`src/common/cljd_pkg.sv`:
```
package cljd_pkg;

	localparam int XLEN = 32;

	// instruction class, supplied by the upstream predecoder
	typedef enum logic [2:0] {
		OP_OTHER16 = 3'h0,
		OP_JRC = 3'h1,
		OP_LBU = 3'h2,
		OP_LHU = 3'h3,
		OP_LI = 3'h4,
		OP_LW = 3'h5,
		OP_LWP = 3'h6,
		OP_LWM = 3'h7
	} cljd_op_e;

	typedef enum logic [1:0] {
		SZ_BYTE = 2'h0,
		SZ_HALF = 2'h1,
		SZ_WORD = 2'h2
	} cljd_size_e;

	typedef enum logic [2:0] {
		FLT_NONE = 3'h0,
		FLT_REFILL = 3'h1,
		FLT_INVALID = 3'h2,
		FLT_BUS = 3'h3,
		FLT_ADDR_LOAD = 3'h4,
		FLT_ADDR_FETCH = 3'h5,
		FLT_WATCH = 3'h6,
		FLT_RESERVED = 3'h7
	} cljd_fault_e;

	typedef enum logic [1:0] {
		ST_IDLE = 2'b00,
		ST_LOAD = 2'b01
	} cljd_state_e;

	typedef struct packed {
		cljd_op_e op;
		logic [31:0] instr;
		logic [31:0] src;
	} cljd_issue_s;

	typedef struct packed {
		logic [31:0] addr;
		cljd_size_e size;
	} cljd_mem_req_s;

	typedef struct packed {
		logic [31:0] data;
		cljd_fault_e fault;
	} cljd_mem_rsp_s;

	typedef struct packed {
		logic [4:0] idx;
		logic [31:0] data;
	} cljd_wb_s;

	typedef struct packed {
		cljd_fault_e code;
		logic [31:0] vaddr;
	} cljd_fault_s;

	// field positions
	localparam int F16_RT_LSB = 7;
	localparam int F16_BASE_LSB = 4;
	localparam int F16_JRS_LSB = 5;
	localparam int F32_RD_LSB = 21;
	// register numbers and steps
	localparam logic [4:0] GPR_LIST_BASE = 5'h10;
	localparam logic [4:0] GPR_LIST_FP = 5'h1e;
	localparam logic [4:0] GPR_RA = 5'h1f;
	localparam logic [3:0] LIST_FP_COUNT = 4'h9;
	localparam logic [3:0] LIST_LOW_COUNT = 4'h8;
	localparam logic [31:0] PC_STEP16 = 32'h2;
	localparam logic [31:0] PC_STEP32 = 32'h4;
	localparam logic [31:0] WORD_STEP = 32'h4;
	localparam logic [31:0] PC_RESET = 32'h0;
	localparam logic ISA_RESET = 1'b1;
	localparam logic [3:0] BOFF_NEG_ENC = 4'hf;
	localparam logic [6:0] IMM_NEG_ENC = 7'h7f;

endpackage

```
`src/rtl/cljd_core.sv`:
```
// What this block does
// (RULE1) single-encoding core: source bit 0 clear gives an address fault at target fetch
// (RULE2) dual-encoding core: bit 0 goes to the mode flag, target bit 0 cleared
// (RULE3) wide mode target with address bit 1 set faults at target fetch
// (RULE4) compact jump has no delay slot; the sequential successor is flushed
// (RULE5) any instruction, even a jump, is accepted right after a jump
// (RULE6) byte offset code 0..e means 0..14, f means minus one, added to base
// (RULE7) unsigned byte load writes the zero-extended byte
// (RULE8) unsigned half load uses offset times two, writes zero-extended halfword
// (RULE9) three-bit register codes select only registers 2..7, 16 and 17
// (RULE10) before release six an odd halfword address faults
// (RULE11) release six may handle misaligned half, word and pair loads in hardware
// (RULE12) immediate code 0..7e means 0..126, 7f means minus one, sign-extended
// (RULE13) load immediate never raises an overflow
// (RULE14) pair load: base plus signed 12-bit offset into rd, next word into rd+1
// (RULE15) software must not use rd 31 or base equal to rd for a pair load
// (RULE16) before release six word and pair loads fault on nonzero low address bits
// (RULE17) short word load uses offset times four, writes the 32-bit word
// (RULE18) multi load adds signed 12-bit offset, loads words into listed registers
// (RULE19) interrupts masking during pair and multi loads is fixed by the implementation
// (RULE20) word, pair and multi loads report translation, bus, address and watch faults
// (RULE21) multi load pairs registers with addresses in list order, one word apart
// (RULE22) list field: count from 16, 30 at top count, 31 when top bit set
// (RULE23) non-redirecting compact instructions advance the program counter by two
`timescale 1ns/1ps
module cljd_core #(
	parameter bit HAS_WIDE_ISA = 1'b1,
	parameter bit IS_RELEASE6 = 1'b1,
	parameter bit MISALIGN_HW = 1'b0
) (
	input wire logic clk_sys_i,
	input wire logic rst_n_i,
	input wire logic issue_valid_i,
	input wire cljd_pkg::cljd_issue_s issue_i,
	output logic issue_ready_o,
	output logic mem_req_valid_o,
	output cljd_pkg::cljd_mem_req_s mem_req_o,
	input wire logic mem_rsp_valid_i,
	input wire cljd_pkg::cljd_mem_rsp_s mem_rsp_i,
	output logic wb_valid_o,
	output cljd_pkg::cljd_wb_s wb_o,
	output logic redirect_o,
	output logic flush_o,
	output logic [31:0] pc_o,
	output logic encoding_select_flag_o,
	output logic fault_valid_o,
	output cljd_pkg::cljd_fault_s fault_o,
	output logic done_o,
	output logic irq_mask_o
);

	if (!IS_RELEASE6 && MISALIGN_HW) begin : g_bad_cfg
		$error("misaligned load support needs release six");
	end

	function automatic logic [4:0] map3(input logic [2:0] e);
		map3 = (e[2:1] == 2'b00) ? {4'b1000, e[0]} : {2'b00, e}; // see (RULE9)
	endfunction

	function automatic logic [31:0] dec_boff(input logic [3:0] e);
		dec_boff = (e == cljd_pkg::BOFF_NEG_ENC) ? 32'hffffffff : {28'h0, e}; // see (RULE6)
	endfunction

	function automatic logic [31:0] dec_imm(input logic [6:0] e);
		dec_imm = (e == cljd_pkg::IMM_NEG_ENC) ? 32'hffffffff : {25'h0, e}; // see (RULE12)
	endfunction

	// register for list position i when cnt low registers are listed
	function automatic logic [4:0] list_reg(input logic [3:0] cnt, input logic [3:0] i);
		if (i >= cnt)
			list_reg = cljd_pkg::GPR_RA; // see (RULE22)
		else if (i < cljd_pkg::LIST_LOW_COUNT)
			list_reg = cljd_pkg::GPR_LIST_BASE + {1'b0, i};
		else
			list_reg = cljd_pkg::GPR_LIST_FP;
	endfunction

	cljd_pkg::cljd_state_e state;
	cljd_pkg::cljd_op_e op_q;
	logic [4:0] dest_q;
	logic [3:0] cnt_q;
	logic [3:0] total_q;
	logic [3:0] idx_q;

	// field decode
	wire [31:0] ins = issue_i.instr;
	wire [31:0] issue_src = issue_i.src;
	wire src_bit0 = issue_src[0];
	wire cljd_pkg::cljd_op_e iop = issue_i.op;
	wire [4:0] rt16 = map3(ins[cljd_pkg::F16_RT_LSB +: 3]);
	wire [3:0] off4 = ins[3:0];
	wire [11:0] off12 = ins[11:0];
	wire [4:0] rd32 = ins[cljd_pkg::F32_RD_LSB +: 5];
	wire [3:0] list_cnt = rd32[3:0];
	wire list_ra = rd32[4];
	wire list_bad = (list_cnt > cljd_pkg::LIST_FP_COUNT) || (list_cnt == 4'h0 && !list_ra);
	wire [3:0] list_total = list_cnt + {3'h0, list_ra};
	wire take = issue_valid_i && issue_ready_o;

	// effective address per load class
	wire [31:0] boff_sext = dec_boff(off4);
	wire [31:0] ea_lbu = issue_src + boff_sext; // see (RULE6)
	wire [31:0] ea_lhu = issue_src + {27'h0, off4, 1'b0}; // see (RULE8)
	wire [31:0] ea_lw = issue_src + {26'h0, off4, 2'b00}; // see (RULE17)
	wire [31:0] ea_12 = issue_src + {{20{off12[11]}}, off12}; // see (RULE14) (RULE18)
	wire [31:0] ea = (iop == cljd_pkg::OP_LBU) ? ea_lbu :
		(iop == cljd_pkg::OP_LHU) ? ea_lhu :
		(iop == cljd_pkg::OP_LW) ? ea_lw : ea_12;
	wire is_half = (iop == cljd_pkg::OP_LHU);
	wire is_word = (iop == cljd_pkg::OP_LW) || (iop == cljd_pkg::OP_LWP) ||
		(iop == cljd_pkg::OP_LWM);
	wire is_seq = (iop == cljd_pkg::OP_LWP) || (iop == cljd_pkg::OP_LWM);
	wire cljd_pkg::cljd_size_e isize = is_word ? cljd_pkg::SZ_WORD :
		is_half ? cljd_pkg::SZ_HALF : cljd_pkg::SZ_BYTE;
	// release six parts without hardware support keep faulting; see (RULE11)
	wire align_fault = !MISALIGN_HW && ((is_half && ea[0]) ||
		(is_word && ea[1:0] != 2'b00)); // see (RULE10) (RULE16)
	wire [4:0] single_dest = (iop == cljd_pkg::OP_LWP) ? rd32 : rt16;
	wire [3:0] beats = (iop == cljd_pkg::OP_LWM) ? list_total :
		(iop == cljd_pkg::OP_LWP) ? 4'h2 : 4'h1;

	// jump target; single-encoding parts always stay in compact mode
	wire [31:0] jtarget = {issue_src[31:1], 1'b0}; // see (RULE2)
	wire jfault = HAS_WIDE_ISA ? (!src_bit0 && issue_src[1]) : !src_bit0; // see (RULE1) (RULE3)
	wire jisa = HAS_WIDE_ISA ? src_bit0 : 1'b1; // see (RULE2)

	// beat decode while loading
	wire rsp_ok = mem_rsp_valid_i && (mem_rsp_i.fault == cljd_pkg::FLT_NONE);
	wire rsp_bad = mem_rsp_valid_i && (mem_rsp_i.fault != cljd_pkg::FLT_NONE);
	wire last_beat = (idx_q + 4'h1) == total_q;
	wire [4:0] beat_dest = (op_q == cljd_pkg::OP_LWP) ? dest_q + {1'b0, idx_q} : // see (RULE14)
		(op_q == cljd_pkg::OP_LWM) ? list_reg(cnt_q, idx_q) : dest_q; // see (RULE21)
	wire [31:0] rdata = mem_rsp_i.data;
	wire [31:0] shaped = (mem_req_o.size == cljd_pkg::SZ_BYTE) ? {24'h0, rdata[7:0]} : // see (RULE7)
		(mem_req_o.size == cljd_pkg::SZ_HALF) ? {16'h0, rdata[15:0]} : rdata; // see (RULE8) (RULE17)
	wire [31:0] step = (op_q == cljd_pkg::OP_LWP || op_q == cljd_pkg::OP_LWM) ?
		cljd_pkg::PC_STEP32 : cljd_pkg::PC_STEP16;
	wire [31:0] req_addr = mem_req_o.addr;
	wire cljd_pkg::cljd_fault_e rsp_fault = mem_rsp_i.fault;

	always_ff @(posedge clk_sys_i or negedge rst_n_i) begin
		if (!rst_n_i) begin
			state <= cljd_pkg::ST_IDLE;
			issue_ready_o <= 1'b0;
			op_q <= cljd_pkg::OP_OTHER16;
			dest_q <= 5'h0;
			cnt_q <= 4'h0;
			total_q <= 4'h0;
			idx_q <= 4'h0;
			mem_req_valid_o <= 1'b0;
			mem_req_o <= '0;
			wb_valid_o <= 1'b0;
			wb_o <= '0;
			redirect_o <= 1'b0;
			flush_o <= 1'b0;
			pc_o <= cljd_pkg::PC_RESET;
			encoding_select_flag_o <= cljd_pkg::ISA_RESET;
			fault_valid_o <= 1'b0;
			fault_o <= '0;
			done_o <= 1'b0;
			irq_mask_o <= 1'b0;
		end else begin
			wb_valid_o <= 1'b0;
			redirect_o <= 1'b0;
			flush_o <= 1'b0;
			fault_valid_o <= 1'b0;
			done_o <= 1'b0;
			case (state)
				cljd_pkg::ST_IDLE: begin
					issue_ready_o <= 1'b1;
					if (take) begin
						case (iop)
							cljd_pkg::OP_JRC: begin
								// no delay slot, ready stays high; see (RULE4) (RULE5)
								redirect_o <= 1'b1;
								flush_o <= 1'b1;
								pc_o <= jtarget;
								encoding_select_flag_o <= jisa;
								done_o <= 1'b1;
								fault_valid_o <= jfault;
								fault_o <= '{cljd_pkg::FLT_ADDR_FETCH, jtarget};
							end
							cljd_pkg::OP_LI: begin
								// plain copy, no adder, so no overflow; see (RULE13)
								wb_valid_o <= 1'b1;
								wb_o <= '{rt16, dec_imm(ins[6:0])};
								pc_o <= pc_o + cljd_pkg::PC_STEP16; // see (RULE23)
								done_o <= 1'b1;
							end
							cljd_pkg::OP_OTHER16: begin
								pc_o <= pc_o + cljd_pkg::PC_STEP16; // see (RULE23)
								done_o <= 1'b1;
							end
							default: begin
								if (iop == cljd_pkg::OP_LWM && list_bad) begin
									fault_valid_o <= 1'b1;
									fault_o <= '{cljd_pkg::FLT_RESERVED, ea};
								end else if (align_fault) begin
									fault_valid_o <= 1'b1; // see (RULE10) (RULE16)
									fault_o <= '{cljd_pkg::FLT_ADDR_LOAD, ea};
								end else begin
									state <= cljd_pkg::ST_LOAD;
									issue_ready_o <= 1'b0;
									mem_req_valid_o <= 1'b1;
									mem_req_o <= '{ea, isize};
									irq_mask_o <= is_seq; // see (RULE19)
									op_q <= iop;
									dest_q <= single_dest;
									cnt_q <= list_cnt;
									total_q <= beats;
									idx_q <= 4'h0;
								end
							end
						endcase
					end
				end
				cljd_pkg::ST_LOAD: begin
					if (rsp_bad) begin
						// abort the sequence; faulting beat writes nothing
						fault_valid_o <= 1'b1; // see (RULE20)
						fault_o <= '{rsp_fault, req_addr};
						mem_req_valid_o <= 1'b0;
						irq_mask_o <= 1'b0;
						state <= cljd_pkg::ST_IDLE;
						issue_ready_o <= 1'b1;
					end else if (rsp_ok) begin
						wb_valid_o <= 1'b1;
						wb_o <= '{beat_dest, shaped};
						if (last_beat) begin
							mem_req_valid_o <= 1'b0;
							irq_mask_o <= 1'b0;
							pc_o <= pc_o + step;
							done_o <= 1'b1;
							state <= cljd_pkg::ST_IDLE;
							issue_ready_o <= 1'b1;
						end else begin
							idx_q <= idx_q + 4'h1;
							mem_req_o.addr <= req_addr + cljd_pkg::WORD_STEP; // see (RULE21)
						end
					end
				end
				default: begin
					state <= cljd_pkg::ST_IDLE;
					issue_ready_o <= 1'b0;
					mem_req_valid_o <= 1'b0;
					irq_mask_o <= 1'b0;
				end
			endcase
		end
	end

	wire jrc_take = take && iop == cljd_pkg::OP_JRC;
endmodule // cljd_core

```
`config.mk`:
```
export PLATFORM = sky130hd
export DESIGN_NAME = cljd_core
export DESIGN_NICKNAME = d
export VERILOG_FILES = /design/src/common/cljd_pkg.sv /design/src/rtl/cljd_core.sv
export SDC_FILE = /design/constraint.sdc
export NUM_CORES = 1
export LEC_CHECK = 0
export ABC_AREA = 1
export ABC_CLOCK_PERIOD_IN_PS = 4800
export BUFFER_PORTS_ARGS = -buffer_cell sky130_fd_sc_hd__buf_2
export CAP_MARGIN = 15
export CELL_PAD_IN_SITES_DETAIL_PLACEMENT = 1
export CELL_PAD_IN_SITES_GLOBAL_PLACEMENT = 2
export CORE_MARGIN = 4
export CORE_UTILIZATION = 33
export DETAILED_ROUTE_END_ITERATION = 12
export GPL_ROUTABILITY_DRIVEN = 0
export GPL_TIMING_DRIVEN = 0
export PLACE_DENSITY_LB_ADDON = 0.1
export SLEW_MARGIN = 40
export SYNTH_ARGS = -nofsm -noshare
export SYNTH_HDL_FRONTEND = slang
export SYNTH_SLANG_ARGS = --single-unit
```
`constraint.sdc`:
```
create_clock -name clk_sys_i -period 4.8 [get_ports clk_sys_i]
set_input_delay 0.96 -clock clk_sys_i [delete_from_list [all_inputs] [get_ports clk_sys_i]]
set_output_delay 0.96 -clock clk_sys_i [all_outputs]
set_load 0.01 [all_outputs]
```
[Word-level counts from Yosys, hierarchy flattened]
Index checks and enable logic that the tools add are counted.
Word-level totals
  flip-flop bits (word level): 168
  output and inout bits: 147
  logic and storage cells: 200
Cells by class
  $add $sub $neg: 11
  order comparisons: 3
  eq/ne operators: 29
  mux-type cells: 98
  bitwise logic cells: 3
  reductions and logical operators: 35
Operator list (count)
  2-to-1 mux 32 bit: 14
  one-hot mux 32 bit (2 select lines): 3
  2-to-1 mux 37 bit: 4
  2-to-1 mux 35 bit: 4
  one-hot mux 35 bit (2 select lines): 2
  2-to-1 mux 34 bit: 4
  one-hot mux 37 bit (2 select lines): 1
  adder 32 bit: 2
  2-to-1 mux 1 bit: 33
  adder 32 x 2 -> 32 bit, second input constant: 1
  adder 32 x 3 -> 32 bit: 1
  adder 32 x 3 -> 32 bit, second input constant: 1
  adder 32 x 5 -> 32 bit: 1
  adder 32 x 6 -> 32 bit: 1
  2-to-1 mux 4 bit: 8
  2-to-1 mux 5 bit: 6
  != test 2 bit, second input constant: 10
  == test 3 bit, second input constant: 6
  2-to-1 mux 2 bit: 9
  AND reduction 5 bit: 3
  one-hot mux 1 bit (2 select lines): 7
  AND reduction 6 bit: 2
  != test 3 bit, second input constant: 3
  logical AND 1 bit: 8
  other kinds (31): 45

[Logic depth before layout (Yosys ltp)]
Gate-level depths: netlist of run 1.
  depth after elaboration: 12
  mapped depth: 20
  mapped depth without buffers: 20

[Worst setup path after synthesis of run 1]
OpenSTA, ideal clock, no wires.
  path kind: input-to-reg
  from: input issue_i[32] in the netlist's numbering
  to: register fault_o[22] in the netlist's numbering
  setup time: 0.116 ns
  arrival: 3.705 ns
  setup slack: 0.979 ns
  cell stages on the path: 14
  path through: nand2_1 > nor2_1 > ha_1 > a21oi_1 > inv_1 > a21oi_1 > o21ai_0 > a21oi_1 > xor2_1 > nand2_1 > nand3_1 > nand2_1 > nand2_1 > nand2_1
On the way
  cells in the longest elaborated chain, start to end: 9
  elaborated cells between the ends (all ways): 20
  those cells by class: 4 x add/sub; 2 x eq/ne; 9 x mux; 5 x reduce/logical
RTL lines
  from (decl): RTL line cljd_core.sv:34  | input wire cljd_pkg::cljd_issue_s issue_i,
  == test 4 bit, or another cell as far along: RTL line cljd_core.sv:61  | dec_boff = (e == cljd_pkg::BOFF_NEG_ENC) ? 32'hffffffff : {28'h0, e};
  2-to-1 mux 32 bit (on tied branches): RTL line cljd_core.sv:61, cljd_core.sv:108
  adder 32 bit or 2-to-1 mux 32 bit (tied branches): RTL line cljd_core.sv:102, cljd_core.sv:107
  2-to-1 mux 32 bit *: RTL line cljd_core.sv:106  | wire [31:0] ea = (iop == cljd_pkg::OP_LBU) ? ea_lbu :
  2-to-1 mux 35 bit or nonzero test 2 bit (tied branches): RTL line cljd_core.sv:198, cljd_core.sv:117
  2-to-1 mux 35 bit or logical AND 1 bit (tied branches): RTL line cljd_core.sv:195, cljd_core.sv:117
  one-hot mux 35 bit (2 select lines) or logical OR 1 bit (tied branches): RTL line cljd_core.sv:172, cljd_core.sv:116
  2-to-1 mux 35 bit or != test 4 bit (tied branches)
  one-hot mux 35 bit (2 select lines) or AND reduction 5 bit (tied branches)
  to (signal assigned): RTL line cljd_core.sv:181  | fault_o <= '{cljd_pkg::FLT_ADDR_FETCH, jtarget};
  to (signal assigned): RTL line cljd_core.sv:197  | fault_o <= '{cljd_pkg::FLT_RESERVED, ea};
  to (signal assigned): RTL line cljd_core.sv:200  | fault_o <= '{cljd_pkg::FLT_ADDR_LOAD, ea};
  to (decl): RTL line cljd_core.sv:47  | output cljd_pkg::cljd_fault_s fault_o,
Mark *: on every way between the ends. The rest lies on a longest branch, timed or not. The select of a mux whose other input is x is not followed.
A chain may end at the register's enable or synchronous reset.

[Final worst setup path of run 1]
  from: input issue_i[32] in the netlist's numbering
  to: register fault_o[14] in the netlist's numbering
The elaborated chain is that of the path after synthesis.

==> results of run 1 <==
## where the power goes
part	switching (uW)	total, uW	internal [uW]
clock network	724	1430	701
registers	631	2640	2010
logic	3110	4590	1480
total	4460	8660	4200
## registers in the layout, summed over array words and instances (netlist names)
register	count
wb_o	37
mem_req_o	2
done_o	1
idx_q	4
fault_valid_o	1
cnt_q	4
irq_mask_o	1
fault_o	35
total_q	4
req_addr	32
pc_o	31
mem_req_valid_o	1
encoding_select_flag_o	1
flush_o	1
op_q	3
wb_valid_o	1
dest_q	5
issue_ready_o	1
## cells by family (layout without fill, tap and decap cells)
group / after synthesis / count (layout)
simple gates: 1488 / 1488
compound gates: 557 / 557
buf+inv: 466 / 737
flops: 165 / 165
fa+ha+maj: 90 / 90
xor+xnor: 76 / 76
other cells: 1 / 6
mux: 1 / 1
## cell type report
class / count / area, um2
multi-input combinational: 2213 / 11200
clock inverter: 14 / 134
inverter: 362 / 1360
antenna: 5 / 12.5
clock buffer: 18 / 439
timing repair buffer: 239 / 1260
buffer: 104 / 457
fill: 7013 / 31500
sequential: 165 / 4130
tap: 680 / 851
## synthesized netlist by cell type, types with 5 or more instances
cell and instances:
o211ai_1 19, ha_1 84, a21o_1 7, a21oi_1 208, nor2_1 299, buf_4 7, o221ai_1 5, xor2_1 65
xnor2_1 11, nand4_1 39, inv_1 345, o21ai_0 198, nand3b_1 5, nor4_1 12, or2_2 6, buf_1 14
nand2_1 825, fa_1 6, nor3_1 47, buf_2 26, inv_2 15, dfrtp_1 164, o21bai_1 7, nand3_1 232
a31oi_1 58, o21ai_1 19, clkbuf_1 56
## worst paths after layout
kind	to	slack [ns]	cells past startpoint
max	fault_o[14]$_DFFE_PN0P_	0.81	16
min	wb_o[10]$_DFFE_PN0P_	0.34	1
min in group clk_sys_i	wb_o[12]$_DFFE_PN0P_	0.48	2
min reg2reg	wb_o[12]$_DFFE_PN0P_	0.48	2
max reg2reg	pc_o[30]$_DFFE_PN0P_	1.48	15
max in group asynchronous	req_addr[29]$_DFFE_PN0P_	3.37	3
## routing by layer
metal	share of wire, %	routed length, um	track usage [%]	up-vias
met1	43	36100	37.4	9962
li1	-	-	-	9885
met5	0	0	0	-
met2	47	39100	48.8	645
met3	6.6	5520	6.35	161
met4	3.7	3100	11.0	0
## through the flow
| step | total power (uW) | cell area [um2] | hold slack, ns | util (%) |
|---|---|---|---|---|
| floorplan | 5180 | 17100 | 0.442 | - |
| global placement | 7080 | 19100 | 0.462 | 37.3 |
| detailed placement | 7220 | 19200 | 0.464 | 37.5 |
| CTS | 8680 | 19800 | 0.318 | 38.6 |
| global route | 9300 | 19800 | 0.342 | 38.6 |
| finish | 8660 | 19800 | 0.336 | 38.6 |
## worst register-to-register path: stages, from the launching register on
cell	delay, ns
dfrtp_1	0.38
nand2_1	0.23
inv_1	0.24
ha_1	0.34
nand2_1	0.05
a21oi_1	0.19
inv_1	0.13
nor2_1	0.17
inv_1	0.09
nor2_1	0.41
nand2_1	0.24
nor2_1	0.26
nand2_1	0.10
a21oi_1	0.15
o21ai_0	0.11
a31oi_1	0.17
==> flow_metrics.tcl, run 1 <==
set metrics [dict create \
    outcome "complete, no violations" \
    setup_viol 0 \
    endpoint_kind "flop" \
    boundaryPins 253 \
    path_buf_inv 4 \
    wl_um 83900 \
    worst_slack_ns 0.811 \
    final_cells 3800 \
    synth_top_area_share_pct 24.0 \
    via_count 20653 \
    cts_buffers 17 \
    crit_arrival_ns 4.36 \
    die_area_mm2 0.0555 \
    synth-compound-area-share_pct 18.1 \
    crit_chain "buf_2, clkbuf_1, ha_1, inv_1, fa_1, inv_1, nand2_1, o21ai_0, a21oi_1, o21ai_0, or2_2, nand3_1, nand3_1, o21ai_0, o21ai_0, nand2_1" \
    final_common_cell "nand2_1" \
    startpoint "issue_i[32]" \
    drt_iter0_markers 1560 \
    cts_setup_buffers 0 \
    viasPerCell 5.44 \
    synth.avg_cell_area_um2 6.01 \
    ant_nets 0 \
    final-hold-violation-count 0 \
    ys_async_sr_fraction_pct 100 \
    cts.sinks 165 \
    synth_area_mm2 0.0171 \
    synth_xor_xnor_area_share_pct 3.89 \
    crit_family "compound AO/OA/AOI/OAI gates" \
    grtUsageTotal_pct 29.3 \
    place_ws_ns 0.421 \
    synth_top_cell_by_area "dfrtp_1" \
    ys_warn_count 0 \
    regToRegStartpoint "op_q[2]$_DFFE_PN0P_" \
    worstPathRequired_ns 5.17 \
    cap_violations 0 \
    io_buffers 236 \
    fin_crit_sh_pct 83.1 \
    clk_path_buf_depth 2 \
    slew_headroom_pct 40.9 \
    skew_ns 0.0190 \
    antenna_found_initial 2 \
    yosysUniqueCellTypes 61 \
    overflow 0 \
    critPathKind "in -> reg" \
    grt_first_pass_wirelength_um 126000 \
    synthSimpleGateAreaFrac_pct 36.3 \
    drive_gt1_share_pct 11.4 \
    routedWlPerCell_um 22.1 \
    rows 83 \
    fp.dieH_um 236 \
    cts-root-buf "clkbuf_16" \
    min_path_type "in -> async" \
    p_per_area_mw_per_mm2 437 \
    drc 0 \
    grt_start_max_net_pins 68 \
    ctsResizeCount 0 \
    h-tree-depth 4 \
    placedCellCount 3763 \
    final_cell_mix "nand2_1 (825), inv_1 (345), nor2_1 (298)" \
    synth_cells 2844 \
    path_max_fanout 6 \
    synth_nets 3040 \
    cts_tree "done" \
    slew_viol_final 0 \
    synth_edf_count 0 \
    first_pass_iters 6 \
    synth_adder_area_share_pct 6.85 \
    worst_path_largest_cell_delay_ns 0.66 \
    fp.dieW_um 236 \
    clk_latency_ns 0.50 \
    cpMostUsedCell "o21ai_0" \
    fin_setup_tns_ns 0 \
    synthMuxAreaShare_pct 0.0659 \
    layout.nets 3298 \
    synth-seq-cells 165 \
    rsz0062_at_grt "false" \
    start_kind "input port" \
    critical_path.slowest_cell "o21ai_0" \
    power.leakage_uw 0.0100 \
    synthFlopType "dfrtp_1" \
    hold_buffers 0 \
    grt_pass1_vias 20866 \
    period_needed_ns 3.99 \
    place_hpwl_um 69200 \
    core_mm2 0.0513 \
    areaGrowthSynthToFinish_pct 15.9 \
    clk_pin_slew_ns 0.08 \
    clock.fmax_mhz 251 \
    tightest_slew_ns 0.887 \
    yosysSeqAreaShare_pct 24.2 \
    synth_top_family_by_area "simple AND/OR/NAND/NOR gates" \
    yosys-top-cells-area "dfrtp_1 (24%), nand2_1 (18%), inv_1 (7.6%)" \
    peakVddDrop_mv 0.297 \
    start_util_pct 33.3 \
]
Note: power is estimated with default switching activity, not from simulation.
==> run 2: changes to the inputs <==
--- a/config.mk
+++ b/config.mk
@@ -6,13 +6,13 @@
 export NUM_CORES = 1
 export LEC_CHECK = 0
 export ABC_AREA = 1
-export ABC_CLOCK_PERIOD_IN_PS = 4800
+export ABC_CLOCK_PERIOD_IN_PS = 4000
 export BUFFER_PORTS_ARGS = -buffer_cell sky130_fd_sc_hd__buf_2
 export CAP_MARGIN = 15
 export CELL_PAD_IN_SITES_DETAIL_PLACEMENT = 1
 export CELL_PAD_IN_SITES_GLOBAL_PLACEMENT = 2
 export CORE_MARGIN = 4
-export CORE_UTILIZATION = 33
+export CORE_UTILIZATION = 31
 export DETAILED_ROUTE_END_ITERATION = 12
 export GPL_ROUTABILITY_DRIVEN = 0
 export GPL_TIMING_DRIVEN = 0
==> constraint.sdc (replaced) <==
create_clock -name clk_sys_i -period 4 [get_ports clk_sys_i]
set_input_delay 0.8 -clock clk_sys_i [delete_from_list [all_inputs] [get_ports clk_sys_i]]
set_output_delay 0.8 -clock clk_sys_i [all_outputs]
set_load 0.01 [all_outputs]
==> flow_metrics.tcl, run 2 (synthesis gave the netlist of run 1 again) <==
set metrics [dict create \
    start_kind "input port" \
    wl_um 85600 \
    seqPwrFrac_pct 30.4 \
    largest-register "wb_o" \
    p_per_area_mw_per_mm2 527 \
    h-tree-depth 4 \
    first_pass_iters 5 \
    peakVddDrop_mv 0.363 \
    die_area_mm2 0.0590 \
    grt_first_pass_wirelength_um 130000 \
    clock.fmax_mhz 275 \
    cts_buffers 17 \
    via_count 20715 \
    critPathKind "in -> reg" \
    cts_tree "done" \
    path_max_fanout 6 \
    rrSetupSlack_ns 0.66 \
    place_hpwl_um 70900 \
    fp.dieW_um 243 \
    tightest_slew_ns 0.874 \
    grt_start_max_net_pins 68 \
    layout.nets 3298 \
    clk_pin_slew_ns 0.07 \
    n_fill_cell 7320 \
    power.leakage_uw 0.0100 \
    startpoint "issue_i[32]" \
    io_buffers 236 \
    boundaryPins 253 \
    slew_headroom_pct 41.7 \
    largest_register_ffs 37 \
    skew_ns 0.0173 \
    p_switching_uw 5290 \
    hold_slack_ns 0.191 \
    rows 85 \
    cts.sinks 165 \
    drive_gt1_share_pct 11.2 \
    cap_violations 0 \
    fp.dieH_um 243 \
    crit_arrival_ns 3.99 \
    drt_iter0_markers 1406 \
    slew_viol_final 0 \
    placed_area_mm2 0.0192 \
    core_mm2 0.0542 \
    outcome "complete, no violations" \
    setup_viol 0 \
    grtUsageTotal_pct 28.5 \
    clkPwrFrac_pct 16.6 \
    cts-root-buf "clkbuf_16" \
    routedWlPerCell_um 22.5 \
    fin_setup_tns_ns 0 \
    intPower_uw 5150 \
    rsz0062_at_grt "false" \
    period_needed_ns 3.63 \
    drc 0 \
    hold_buffers 0 \
    final-hold-violation-count 0 \
    final_cell_mix "nand2_1 (825), inv_1 (345), nor2_1 (298)" \
    start_util_pct 31.5 \
    comb_power_share_pct 52.9 \
    areaGrowthSynthToFinish_pct 15.9 \
    fin_crit_sh_pct 90.8 \
    overflow 0 \
    r2r-end "pc_o[20]$_DFFE_PN0P_" \
    clk_latency_ns 0.49 \
    finalPower_uw 10400 \
    grt_pass1_vias 20993 \
    fin_area_mm2 0.0198 \
    antenna_found_initial 2 \
    ant_nets 0 \
    min_path_type "in -> async" \
    viasPerCell 5.44 \
    final_common_cell "nand2_1" \
    endpoint_kind "flop" \
    n_antenna_cell 0 \
    regToRegStartpoint "op_q[2]$_DFFE_PN0P_" \
    sw_frac_of_total_pct 50.7 \
    clk_path_buf_depth 2 \
    worstPathRequired_ns 4.36 \
    reg2reg_depth 15 \
]
## run 2: cell count changes in the layout (fill, tap and decap cells not counted), sizes merged
cell,delta
buf,+1
bufinv,+2
clkbuf,+2
diode,-5
inv,-6
## run 2: critical path, cell delays in order
cell      delay [ns]
buf_2           0.19
clkbuf_1        0.12
ha_1            0.17
inv_1           0.06
fa_1            0.40
inv_1           0.07
nand2_1         0.05
o21ai_0         0.46
a21oi_1         0.26
o21ai_1         0.46
or2_2           0.19
nand3_1         0.10
nand3_1         0.15
o21ai_0         0.10
o21ai_0         0.33
nand2_1         0.08
## run 2: per-stage QoR
stage | worst slack [ns] | instances | util (%)
5_1_grt | 0.199 | 3810 | 36.5
2_1_floorplan | 0.339 | 2844 | -
4_1_cts | 0.310 | 3810 | 36.5
3_3_place_gp | -1.47 | 3776 | 35.3
6_report | 0.369 | 3810 | 36.5
3_5_place_dp | -0.250 | 3779 | 35.5
## run 2: worst max-delay path by stage
stage                                          to  slack [ns]
after floorplan           fault_o[22]$_DFFE_PN0P_        0.34
after detailed placement  fault_o[14]$_DFFE_PN0P_       -0.25
final                     fault_o[14]$_DFFE_PN0P_        0.37
after global routing      fault_o[14]$_DFFE_PN0P_        0.20
after CTS                 fault_o[14]$_DFFE_PN0P_        0.31
after global placement    fault_o[14]$_DFFE_PN0P_       -1.47
## run 2: layer usage
metal / share of wire (%) / GRT usage (%)
met4: 2.4 / 7.55
met5: 0 / 0
met3: 4.7 / 4.34
met1: 45 / 36.9
met2: 48 / 49.5
## run 2: power by group through the flow
stage,logic [uW],clock network [uW],registers [uW]
finish,5520,1730,3180
global route,6120,1840,3290
CTS,5540,1780,3170
detailed placement,5510,0,3200
global placement,5360,0,3170
floorplan,2910,0,3310
## run 2: cell type report
cell class,count,area [um2],share of cell area (%)
Timing Repair Buffer,239,1260,6.36
Inverter,362,1360,6.86
Clock inverter,10,120,0.606
Tap cell,696,871,4.39
Clock buffer,21,460,2.32
Sequential cell,165,4130,20.8
Buffer,104,454,2.29
Multi-Input combinational cell,2213,11200,56.3
## run 2: timing repair
action	in CTS	in global routing
setup buffers	0	0
resized for setup	0	1
endpoints found under the setup margin	0	1
